--- config.mk ---
export PLATFORM = sky130hd
export DESIGN_NAME = pft_frame_timing
export DESIGN_NICKNAME = d
export VERILOG_FILES = /design/src/hw/pft_frame_timing.v
export VERILOG_INCLUDE_DIRS = /design/src /design/src/hw
export SDC_FILE = /design/constraint.sdc
export NUM_CORES = 1
export LEC_CHECK = 0
export BUFFER_PORTS_ARGS = -buffer_cell sky130_fd_sc_hd__buf_2
export CORE_MARGIN = 3
export CORE_UTILIZATION = 35
export DETAILED_ROUTE_END_ITERATION = 12
export PLACE_DENSITY = 0.65
export SETUP_SLACK_MARGIN = 0.5
export SLEW_MARGIN = 20
export SYNTH_ARGS = -nofsm -noshare
export SYNTH_HDL_FRONTEND = slang
export SYNTH_SLANG_ARGS = --single-unit
--- constraint.sdc ---
create_clock -name hclk -period 8 [get_ports hclk]
set_clock_uncertainty 0.05 [all_clocks]
set_input_delay 0 -clock hclk [delete_from_list [all_inputs] [get_ports hclk]]
set_output_delay 0 -clock hclk [all_outputs]
set_load 0.005 [all_outputs]
--- src/hw/pft_defines.vh ---
`ifndef PFT_DEFINES_VH
`define PFT_DEFINES_VH
// ----------------------------------------
// register byte offsets
// ----------------------------------------
`define PFT_MODE_OFS    8'h00
`define PFT_FBC_OFS     8'h04
`define PFT_DOFH_OFS    8'h08
`define PFT_UOFH_OFS    8'h0c
`define PFT_CSR_OFS     8'h10
`define PFT_STAT_OFS    8'h14
// ----------------------------------------
// reset values
// ----------------------------------------
`define PFT_MODE_RST    8'h00
`define PFT_FBC_RST     8'hff
`define PFT_DOFH_RST    8'h00
`define PFT_UOFH_RST    8'h00
`define PFT_CSR_RST     8'h00
// ----------------------------------------
// field positions
// ----------------------------------------
`define PFT_PMD_HI      7
`define PFT_PMD_LO      6
`define PFT_PCR_BIT     5
`define PFT_PSM_BIT     4
`define PFT_CSR_OFD_HI  6
`define PFT_CSR_OFD_LO  5
`define PFT_CSR_DRE     4
`define PFT_CSR_OFU_HI  2
`define PFT_CSR_OFU_LO  1
`define PFT_CSR_URE     0
// ----------------------------------------
// mode codes and offset constants
// ----------------------------------------
`define PFT_MODE0       2'h0
`define PFT_MODE1       2'h1
`define PFT_MODE2       2'h2
`define PFT_DS_K0       12'h011
`define PFT_DS_K1       12'h021
`define PFT_DS_K2       12'h041
`define PFT_US_K0       12'h017
`define PFT_US_K1       12'h02f
`define PFT_US_K2       12'h05f
`define PFT_FRAME_HZ    8000
`endif

--- src/hw/pft_frame_timing.v ---
// Behaviour
// - bit rate comes from highway clock and the single/double clock select, always single in mode 2
// - bit-count register holds bits-1, (bits-2)/2 or (bits-4)/4 per mode
// - recognized sync resets time slot and bit counters to frame start
// - counters wrap at frame length from bit-count value without sync
// - each sync period is checked against frame length into status flag
// - sync acts on a sampled low-to-high transition, never directly
// - sync edge select 0 samples on falling clock edge, 1 on rising
// - sampled sync edge marks internal first bit, mapped to external bit numbers
// - 8/9/10-bit offsets in modes 0/1/2 shift up and downstream frames by single bits
// - tx edge select 1 transmits on rising edge, 0 on following falling
// - rx edge select 0 samples on falling edge, 1 on following rising
// - downstream offset is bit number plus 17/33/65, mod length
// - upstream offset is bit number minus 23/47/95 plus length, mod length
// - mode field 00, 01, 10 selects 4, 2 or 1 logical ports
`include "pft_defines.vh"

module pft_frame_timing (
  input  wire        hclk,
  input  wire        hresetn,
  input  wire        hsel,
  input  wire [31:0] haddr,
  input  wire [1:0]  htrans,
  input  wire        hwrite,
  input  wire [2:0]  hsize,
  input  wire [31:0] hwdata,
  input  wire        hready,
  output reg  [31:0] hrdata,
  output reg         hreadyout,
  output reg         hresp,
  input  wire        highway_bit_clock,
  input  wire        frame_sync_in,
  output reg         bit_tick,
  output reg         tx_strobe,
  output reg         rx_strobe,
  output reg  [6:0]  time_slot,
  output reg  [2:0]  slot_bit,
  output reg  [9:0]  downstream_bit,
  output reg  [9:0]  upstream_bit,
  output reg  [2:0]  port_count,
  output reg         sync_status_flag
);

// ----------------------------------------
// helper functions
// ----------------------------------------
// frame length in bits from bit-count value
function [10:0] frame_len;
  input [1:0] mode;
  input [7:0] fbc;
  begin
    case (mode)
      `PFT_MODE1: frame_len = {2'h0, fbc, 1'b0} + 11'h002;
      `PFT_MODE2: frame_len = {1'b0, fbc, 2'h0} + 11'h004;
      default:    frame_len = {3'h0, fbc} + 11'h001;
    endcase
  end
endfunction

// shift value with the mode's unused low bits dropped
function [11:0] shift_val;
  input [1:0] mode;
  input [9:0] sh;
  begin
    case (mode)
      `PFT_MODE1: shift_val = {3'h0, sh[9:1]};
      `PFT_MODE2: shift_val = {2'h0, sh};
      default:    shift_val = {4'h0, sh[9:2]};
    endcase
  end
endfunction

// reduce a sum below three frame lengths to modulo length
function [9:0] wrap;
  input [11:0] sum;
  input [10:0] len;
  reg   [11:0] s;
  begin
    s = sum;
    if (s >= {1'b0, len}) begin
      s = s - {1'b0, len};
    end
    if (s >= {1'b0, len}) begin
      s = s - {1'b0, len};
    end
    wrap = s[9:0];
  end
endfunction

// ----------------------------------------
// register file and bus slave
// ----------------------------------------
reg  [7:0]  mode_r;
reg  [7:0]  fbc_r;
reg  [7:0]  dofh_r;
reg  [7:0]  uofh_r;
reg  [7:0]  csr_r;
reg         wr_pend_r;
reg  [7:0]  wr_addr_r;
wire        acc_ok;
wire [7:0]  acc_addr;
reg  [7:0]  rd_nxt;

assign acc_ok   = hsel & hready & htrans[1];
assign acc_addr = haddr[7:0];

// read mux, unmapped addresses read zero
always @* begin
  rd_nxt = 8'h00;
  if (haddr[31:8] == 24'h000000) begin
    case (acc_addr)
      `PFT_MODE_OFS: rd_nxt = mode_r;
      `PFT_FBC_OFS:  rd_nxt = fbc_r;
      `PFT_DOFH_OFS: rd_nxt = dofh_r;
      `PFT_UOFH_OFS: rd_nxt = uofh_r;
      `PFT_CSR_OFS:  rd_nxt = csr_r & 8'h77;
      `PFT_STAT_OFS: rd_nxt = {7'h00, sync_status_flag};
      default:       rd_nxt = 8'h00;
    endcase
  end
end

// address phase capture, zero-wait answer
always @(posedge hclk or negedge hresetn) begin
  if (!hresetn) begin
    wr_pend_r <= 1'b0;
    wr_addr_r <= 8'h00;
    hrdata    <= 32'h00000000;
    hreadyout <= 1'b0;
    hresp     <= 1'b0;
  end else begin
    hreadyout <= 1'b1;
    hresp     <= 1'b0;
    wr_pend_r <= acc_ok & hwrite & (haddr[31:8] == 24'h000000);
    wr_addr_r <= acc_addr;
    if (acc_ok & ~hwrite) begin
      hrdata <= {24'h000000, rd_nxt};
    end
  end
end

// data phase write, unmapped writes ignored
always @(posedge hclk or negedge hresetn) begin
  if (!hresetn) begin
    mode_r <= `PFT_MODE_RST;
    fbc_r  <= `PFT_FBC_RST;
    dofh_r <= `PFT_DOFH_RST;
    uofh_r <= `PFT_UOFH_RST;
    csr_r  <= `PFT_CSR_RST;
  end else if (wr_pend_r) begin
    case (wr_addr_r)
      `PFT_MODE_OFS: mode_r <= hwdata[7:0];
      `PFT_FBC_OFS:  fbc_r  <= hwdata[7:0];
      `PFT_DOFH_OFS: dofh_r <= hwdata[7:0];
      `PFT_UOFH_OFS: uofh_r <= hwdata[7:0];
      `PFT_CSR_OFS:  csr_r  <= hwdata[7:0] & 8'h77;
      default:       mode_r <= mode_r;
    endcase
  end
end

// ----------------------------------------
// decoded configuration
// ----------------------------------------
wire [1:0]  pmode;
wire        clk_dbl;
wire [10:0] flen;
wire [11:0] ds_sh;
wire [11:0] us_sh;
reg  [11:0] ds_k;
reg  [11:0] us_k;

assign pmode = {mode_r[`PFT_PMD_HI], mode_r[`PFT_PMD_LO]};
// double clock not used in mode 2
assign clk_dbl = mode_r[`PFT_PCR_BIT] & (pmode != `PFT_MODE2);
assign flen  = frame_len(pmode, fbc_r);
assign ds_sh = shift_val(pmode, {dofh_r, csr_r[`PFT_CSR_OFD_HI], csr_r[`PFT_CSR_OFD_LO]});
assign us_sh = shift_val(pmode, {uofh_r, csr_r[`PFT_CSR_OFU_HI], csr_r[`PFT_CSR_OFU_LO]});

// mode constants of the offset formulas
always @* begin
  case (pmode)
    `PFT_MODE1: begin
      ds_k = `PFT_DS_K1;
      us_k = `PFT_US_K1;
    end
    `PFT_MODE2: begin
      ds_k = `PFT_DS_K2;
      us_k = `PFT_US_K2;
    end
    default: begin
      ds_k = `PFT_DS_K0;
      us_k = `PFT_US_K0;
    end
  endcase
end

// ----------------------------------------
// link pin synchronisers and edge finding
// ----------------------------------------
reg  [1:0] pdc_s_r;
reg  [1:0] pfs_s_r;
reg        pdc_d_r;
wire       pdc_rise;
wire       pdc_fall;

// two flops per pin, third for edge detect
always @(posedge hclk or negedge hresetn) begin
  if (!hresetn) begin
    pdc_s_r <= 2'h0;
    pfs_s_r <= 2'h0;
    pdc_d_r <= 1'b0;
  end else begin
    pdc_s_r <= {pdc_s_r[0], highway_bit_clock};
    pfs_s_r <= {pfs_s_r[0], frame_sync_in};
    pdc_d_r <= pdc_s_r[1];
  end
end

assign pdc_rise = pdc_s_r[1] & ~pdc_d_r;
assign pdc_fall = ~pdc_s_r[1] & pdc_d_r;

// ----------------------------------------
// frame sync sampling
// ----------------------------------------
reg  fs_samp_r;
wire fs_edge;
wire samp_now;

// sampling edge chosen by select bit
assign samp_now = mode_r[`PFT_PSM_BIT] ? pdc_rise : pdc_fall;
assign fs_edge  = samp_now & pfs_s_r[1] & ~fs_samp_r;

always @(posedge hclk or negedge hresetn) begin
  if (!hresetn) begin
    fs_samp_r <= 1'b0;
  end else if (samp_now) begin
    fs_samp_r <= pfs_s_r[1];
  end
end

// ----------------------------------------
// bit and slot counters
// ----------------------------------------
reg  [9:0] bit_cnt_r;
reg        phase_r;
reg        sync_r;
reg        wrapped_r;
wire       adv;
wire [9:0] last_bit;

assign last_bit = flen[9:0] - 10'h001;
// rate set by clock and clock rate select, single rate in mode 2
assign adv = pdc_rise & (~clk_dbl | phase_r);

always @(posedge hclk or negedge hresetn) begin
  if (!hresetn) begin
    bit_cnt_r <= 10'h000;
    phase_r   <= 1'b0;
    sync_r    <= 1'b0;
    wrapped_r <= 1'b0;
  end else if (fs_edge) begin
    // sync edge is internal bit zero
    bit_cnt_r <= 10'h000;
    phase_r   <= 1'b0;
    wrapped_r <= 1'b0;
    // rise sync hits last bit, fall sync lands just after wrap
    sync_r    <= mode_r[`PFT_PSM_BIT] ? (bit_cnt_r == last_bit)
                                      : (wrapped_r & (bit_cnt_r == 10'h000));
  end else begin
    if (pdc_rise) begin
      phase_r <= clk_dbl & ~phase_r;
    end
    if (adv) begin
      bit_cnt_r <= (bit_cnt_r >= last_bit) ? 10'h000 : bit_cnt_r + 10'h001;
      wrapped_r <= (bit_cnt_r >= last_bit);
    end
  end
end

// ----------------------------------------
// registered outputs
// ----------------------------------------
wire tx_edge;
wire rx_edge;
wire first_clk;

// first clock of a bit period
assign first_clk = ~clk_dbl | ~phase_r;
// rise at bit start, else the next fall
assign tx_edge = csr_r[`PFT_CSR_URE] ? adv : (pdc_fall & first_clk);
assign rx_edge = csr_r[`PFT_CSR_DRE] ? pdc_rise : pdc_fall;

always @(posedge hclk or negedge hresetn) begin
  if (!hresetn) begin
    bit_tick         <= 1'b0;
    tx_strobe        <= 1'b0;
    rx_strobe        <= 1'b0;
    time_slot        <= 7'h00;
    slot_bit         <= 3'h0;
    downstream_bit   <= 10'h000;
    upstream_bit     <= 10'h000;
    port_count       <= 3'h4;
    sync_status_flag <= 1'b0;
  end else begin
    bit_tick         <= adv;
    tx_strobe        <= tx_edge;
    rx_strobe        <= rx_edge & first_clk;
    time_slot        <= bit_cnt_r[9:3];
    slot_bit         <= bit_cnt_r[2:0];
    downstream_bit   <= wrap({2'h0, bit_cnt_r} + ds_sh + ds_k, flen);
    upstream_bit     <= wrap({2'h0, bit_cnt_r} + us_sh + {1'b0, flen} - us_k, flen);
    case (pmode)
      `PFT_MODE1: port_count <= 3'h2;
      `PFT_MODE2: port_count <= 3'h1;
      default:    port_count <= 3'h4;
    endcase
    sync_status_flag <= sync_r;
  end
end

endmodule // pft_frame_timing

==> results.md <==
* Status: completed
* Routability cong. at 0.8616
* First-pass GRT wire length at 38.83 mm
* Layout cells sized above 1 at 0.2654
* MaxCap Viol Count at 0
* Minimum clock period after layout at 7.213 ns
* Crit-path max FO at 5
* Initial drt markers at 521
* DRC viols at 0
* Filler instances at 2512
* GRT Util Overall at 0.1687
* Mapped Cells at 961
* CP peak stage delay at 0.59 ns
* DR WL met2 at 11.52 mm
* Total power at 0.004520 W
* Synth cell types at 72
* Min-Delay Path Class: in -> async
* Cell area after synthesis at 0.009248 mm²
* Synth Register Bits at 112
* Routed via count at 7776
* P_leak at 5.107 nW
* Commonest non-fill, non-tap cells in the layout: dfrtp_1 (102), buf_2 (92), ha_1 (85), inv_1 (67), nand2_1 (63)
* Async set or reset register ratio after synthesis at 1.000
* WP data required at 8.23 ns
* Pwr dens at 405.5 mW/mm²
* WL final at 24.27 mm
* Longest Clk Path Bufs at 2
* Startpoint Class: flop
* Most common cell after layout, fill and taps aside: dfrtp_1
* Yosys top cell by area: dfrtp_1
* GRT overflow at 0
* H-tree levels at 3
* R2R Setup Slk at 0.79 ns
* Port bufs at 93
* Top layer in use: met4
* Placed wire-length estimate at 18.15 mm
* Effective utilization at floorplan at 0.3620
* Fin. Hold Viols at 0
* DIE AREA at 0.02841 mm²
* Tcrit/Tclk final at 0.9016
* Ant diodes at 0
* Syn Area/Cell at 9.623 µm²
* Cell area after layout at 0.01115 mm²
* Vias in the first global route at 7486
* Vias/cell at 5.366
* Ys Warns at 0
* Max Slew Vio Count at 0
* Arrival time at the worst endpoint at 7.44 ns
* Slew margin rel. at 0.4250
* Ys flop type: dfrtp_1
* I/O pins at 147
* Post-synth EDFFs at 0
* FP Rows at 58
* Core area at 0.02554 mm²
* Actual transition at the worst max-transition pin at 0.8603 ns
* Die width at 168.5 µm
* Clk slew on worst S/H paths at 0.09 ns
* Largest net degree at the start of global routing at 83
* Final nets at 1307
* Clock Root Buffer: clkbuf_16
* DP Area at 0.01017 mm²
* Slowest cell on the critical path: dfstp_2
* Detail Route Antenna Nets at 0
* Drt pass-1 iters at 6
* Post-synthesis sequential area ratio at 0.3043
* Setup violators final at 0
* Top cells by area, synth: dfrtp_1 (28%), ha_1 (13%), mux2_2 (7.4%)
* CTS Buf Count at 9
* Vert. Die Dim at 168.5 µm
* Initial antenna violation count at 0
* Worst-Skew Late Latency at 0.38 ns
* Max IR drop VDD at 341.7 µV
* Kind of critical path: reg -> reg
* Wire length on met3 at 1.265 mm
* Critical path capture point type: flop
* CTS tree: done
* Unrepaired setup endpoints after global routing: no
* TritonCTS Sinks at 112
* Yosys top cell area share at 0.2787
* Wl on met1 at 10.89 mm
* Post-DR wirelength/cell at 16.75 µm
* Area grow syn2layout at 20.55%
* Setup_tns at 0 ns
* Max Fclk at 138.6 MHz
cells in the mapped netlist, types with 10 or more instances:
cell type and n:
nor2_1 60, xnor2_1 45, a21o_1 14, o21a_1 16
buf_4 25, nor2b_1 15, nor3_1 11, nand3_1 16
ha_1 96, nor4_1 13, inv_1 69, a21oi_1 52
nand2b_1 10, a22oi_1 12, nand2_1 63, a221o_1 10
mux2_2 61, xor2_1 12, o21ai_0 65, nand4_1 13
dfrtp_1 103, mux2i_1 11, fa_1 21, clkbuf_1 16
a221oi_1 11
layer usage:
| metal | GRT usage | vias up |
|---|---|---|
| li1 | - | 3748 |
| met1 | 0.2302 | 3738 |
| met2 | 0.2789 | 246 |
| met3 | 0.02592 | 44 |
| met4 | 0.04838 | 0 |
| met5 | 0 | - |
registers in the layout, summed over array words and instances, names as in the netlist, 8 cells and up:
| signal | count |
|---|---|
| bit_cnt_r | 10 |
| fbc_r | 8 |
| wr_addr_r | 8 |
| uofh_r | 8 |
| upstream_bit | 10 |
| dofh_r | 8 |
| downstream_bit | 10 |
| mode_r | 8 |
| hrdata | 8 |
layout make-up:
class	count	area, µm²	area share
Multi-Input combinational cell	760	6259	0.5614
Sequential cell	112	2815	0.2525
Timing Repair Buffer	161	1095	0.09820
Tap cell	330	412.9	0.03704
Inverter	69	262.8	0.02357
Clock buffer	10	229.0	0.02054
Clock inverter	6	67.56	0.006061
Timing Repair inverter	1	7.507	0.0006734
critical path: cells and delay by family (launching register included):
| family | cells | cell delay [ns] |
|---|---|---|
| adders and majority gates | 7 | 2.31 |
| AOI/OAI and AO/OA | 11 | 2.25 |
| and+or+nand+nor | 6 | 0.84 |
| DFF | 1 | 0.59 |
| muxes | 2 | 0.48 |
| xor gates and xnor gates | 2 | 0.32 |
| buffers and inverters | 3 | 0.29 |
worst paths after layout:
check | from | endpoint | depth (start not counted)
min in group hclk | htrans[1] | hrdata[0] | 3
hold reg to reg | pfs_s_r[0] | pfs_s_r[1] | 0
setup / recovery | fbc_r[0] | upstream_bit[0] | 31
max in group asynchronous | hresetn | mode_r[7] | 3
setup reg to reg | fbc_r[0] | upstream_bit[0] | 31
hold / removal | hresetn | bit_cnt_r[4] | 2
report_power, final:
part	total [W]	switching [W]	internal [W]
sequential	0.000733	0.0000469	0.000686
combinational	0.00331	0.00170	0.00162
clock	0.000474	0.000251	0.000223
total	0.00452	0.00200	0.00252
kinds of logic after synthesis:
logic type	count (synthesis)	synth area share
and+or+nand+nor	245	0.1346
adders and majority gates	117	0.1753
DFF	112	0.3043
buffers and inverters	113	0.05683
xor gates and xnor gates	57	0.05398
other	2	0.0008121
muxes	80	0.09999
AOI/OAI and AO/OA	235	0.1741
through the flow:
step / util / worst slack (ns) / hold slack [ns] / std cells
2_1_floorplan: - / 0.5080 / -0.3456 / 985
3_3_place_gp: 0.3981 / 0.5010 / -0.07360 / 1389
3_5_place_dp: 0.3981 / 0.3731 / -0.07210 / 1389
4_1_cts: 0.4210 / 0.5201 / 0.07750 / 1432
5_1_grt: 0.4364 / 0.3636 / 0.1028 / 1449
6_report: 0.4364 / 0.7872 / 0.05315 / 1449
what timing repair did:
action                                  4_1_cts  5_1_grt
endpoints found under the setup margin       18       20
cloned                                        0        3
pin swaps                                     0       21
hold buffers                                 25        0
buffers inserted                              2       14
endpoints found under the hold margin        80        0
resized for setup                             9       58
(Power assumes the default switching activity.)
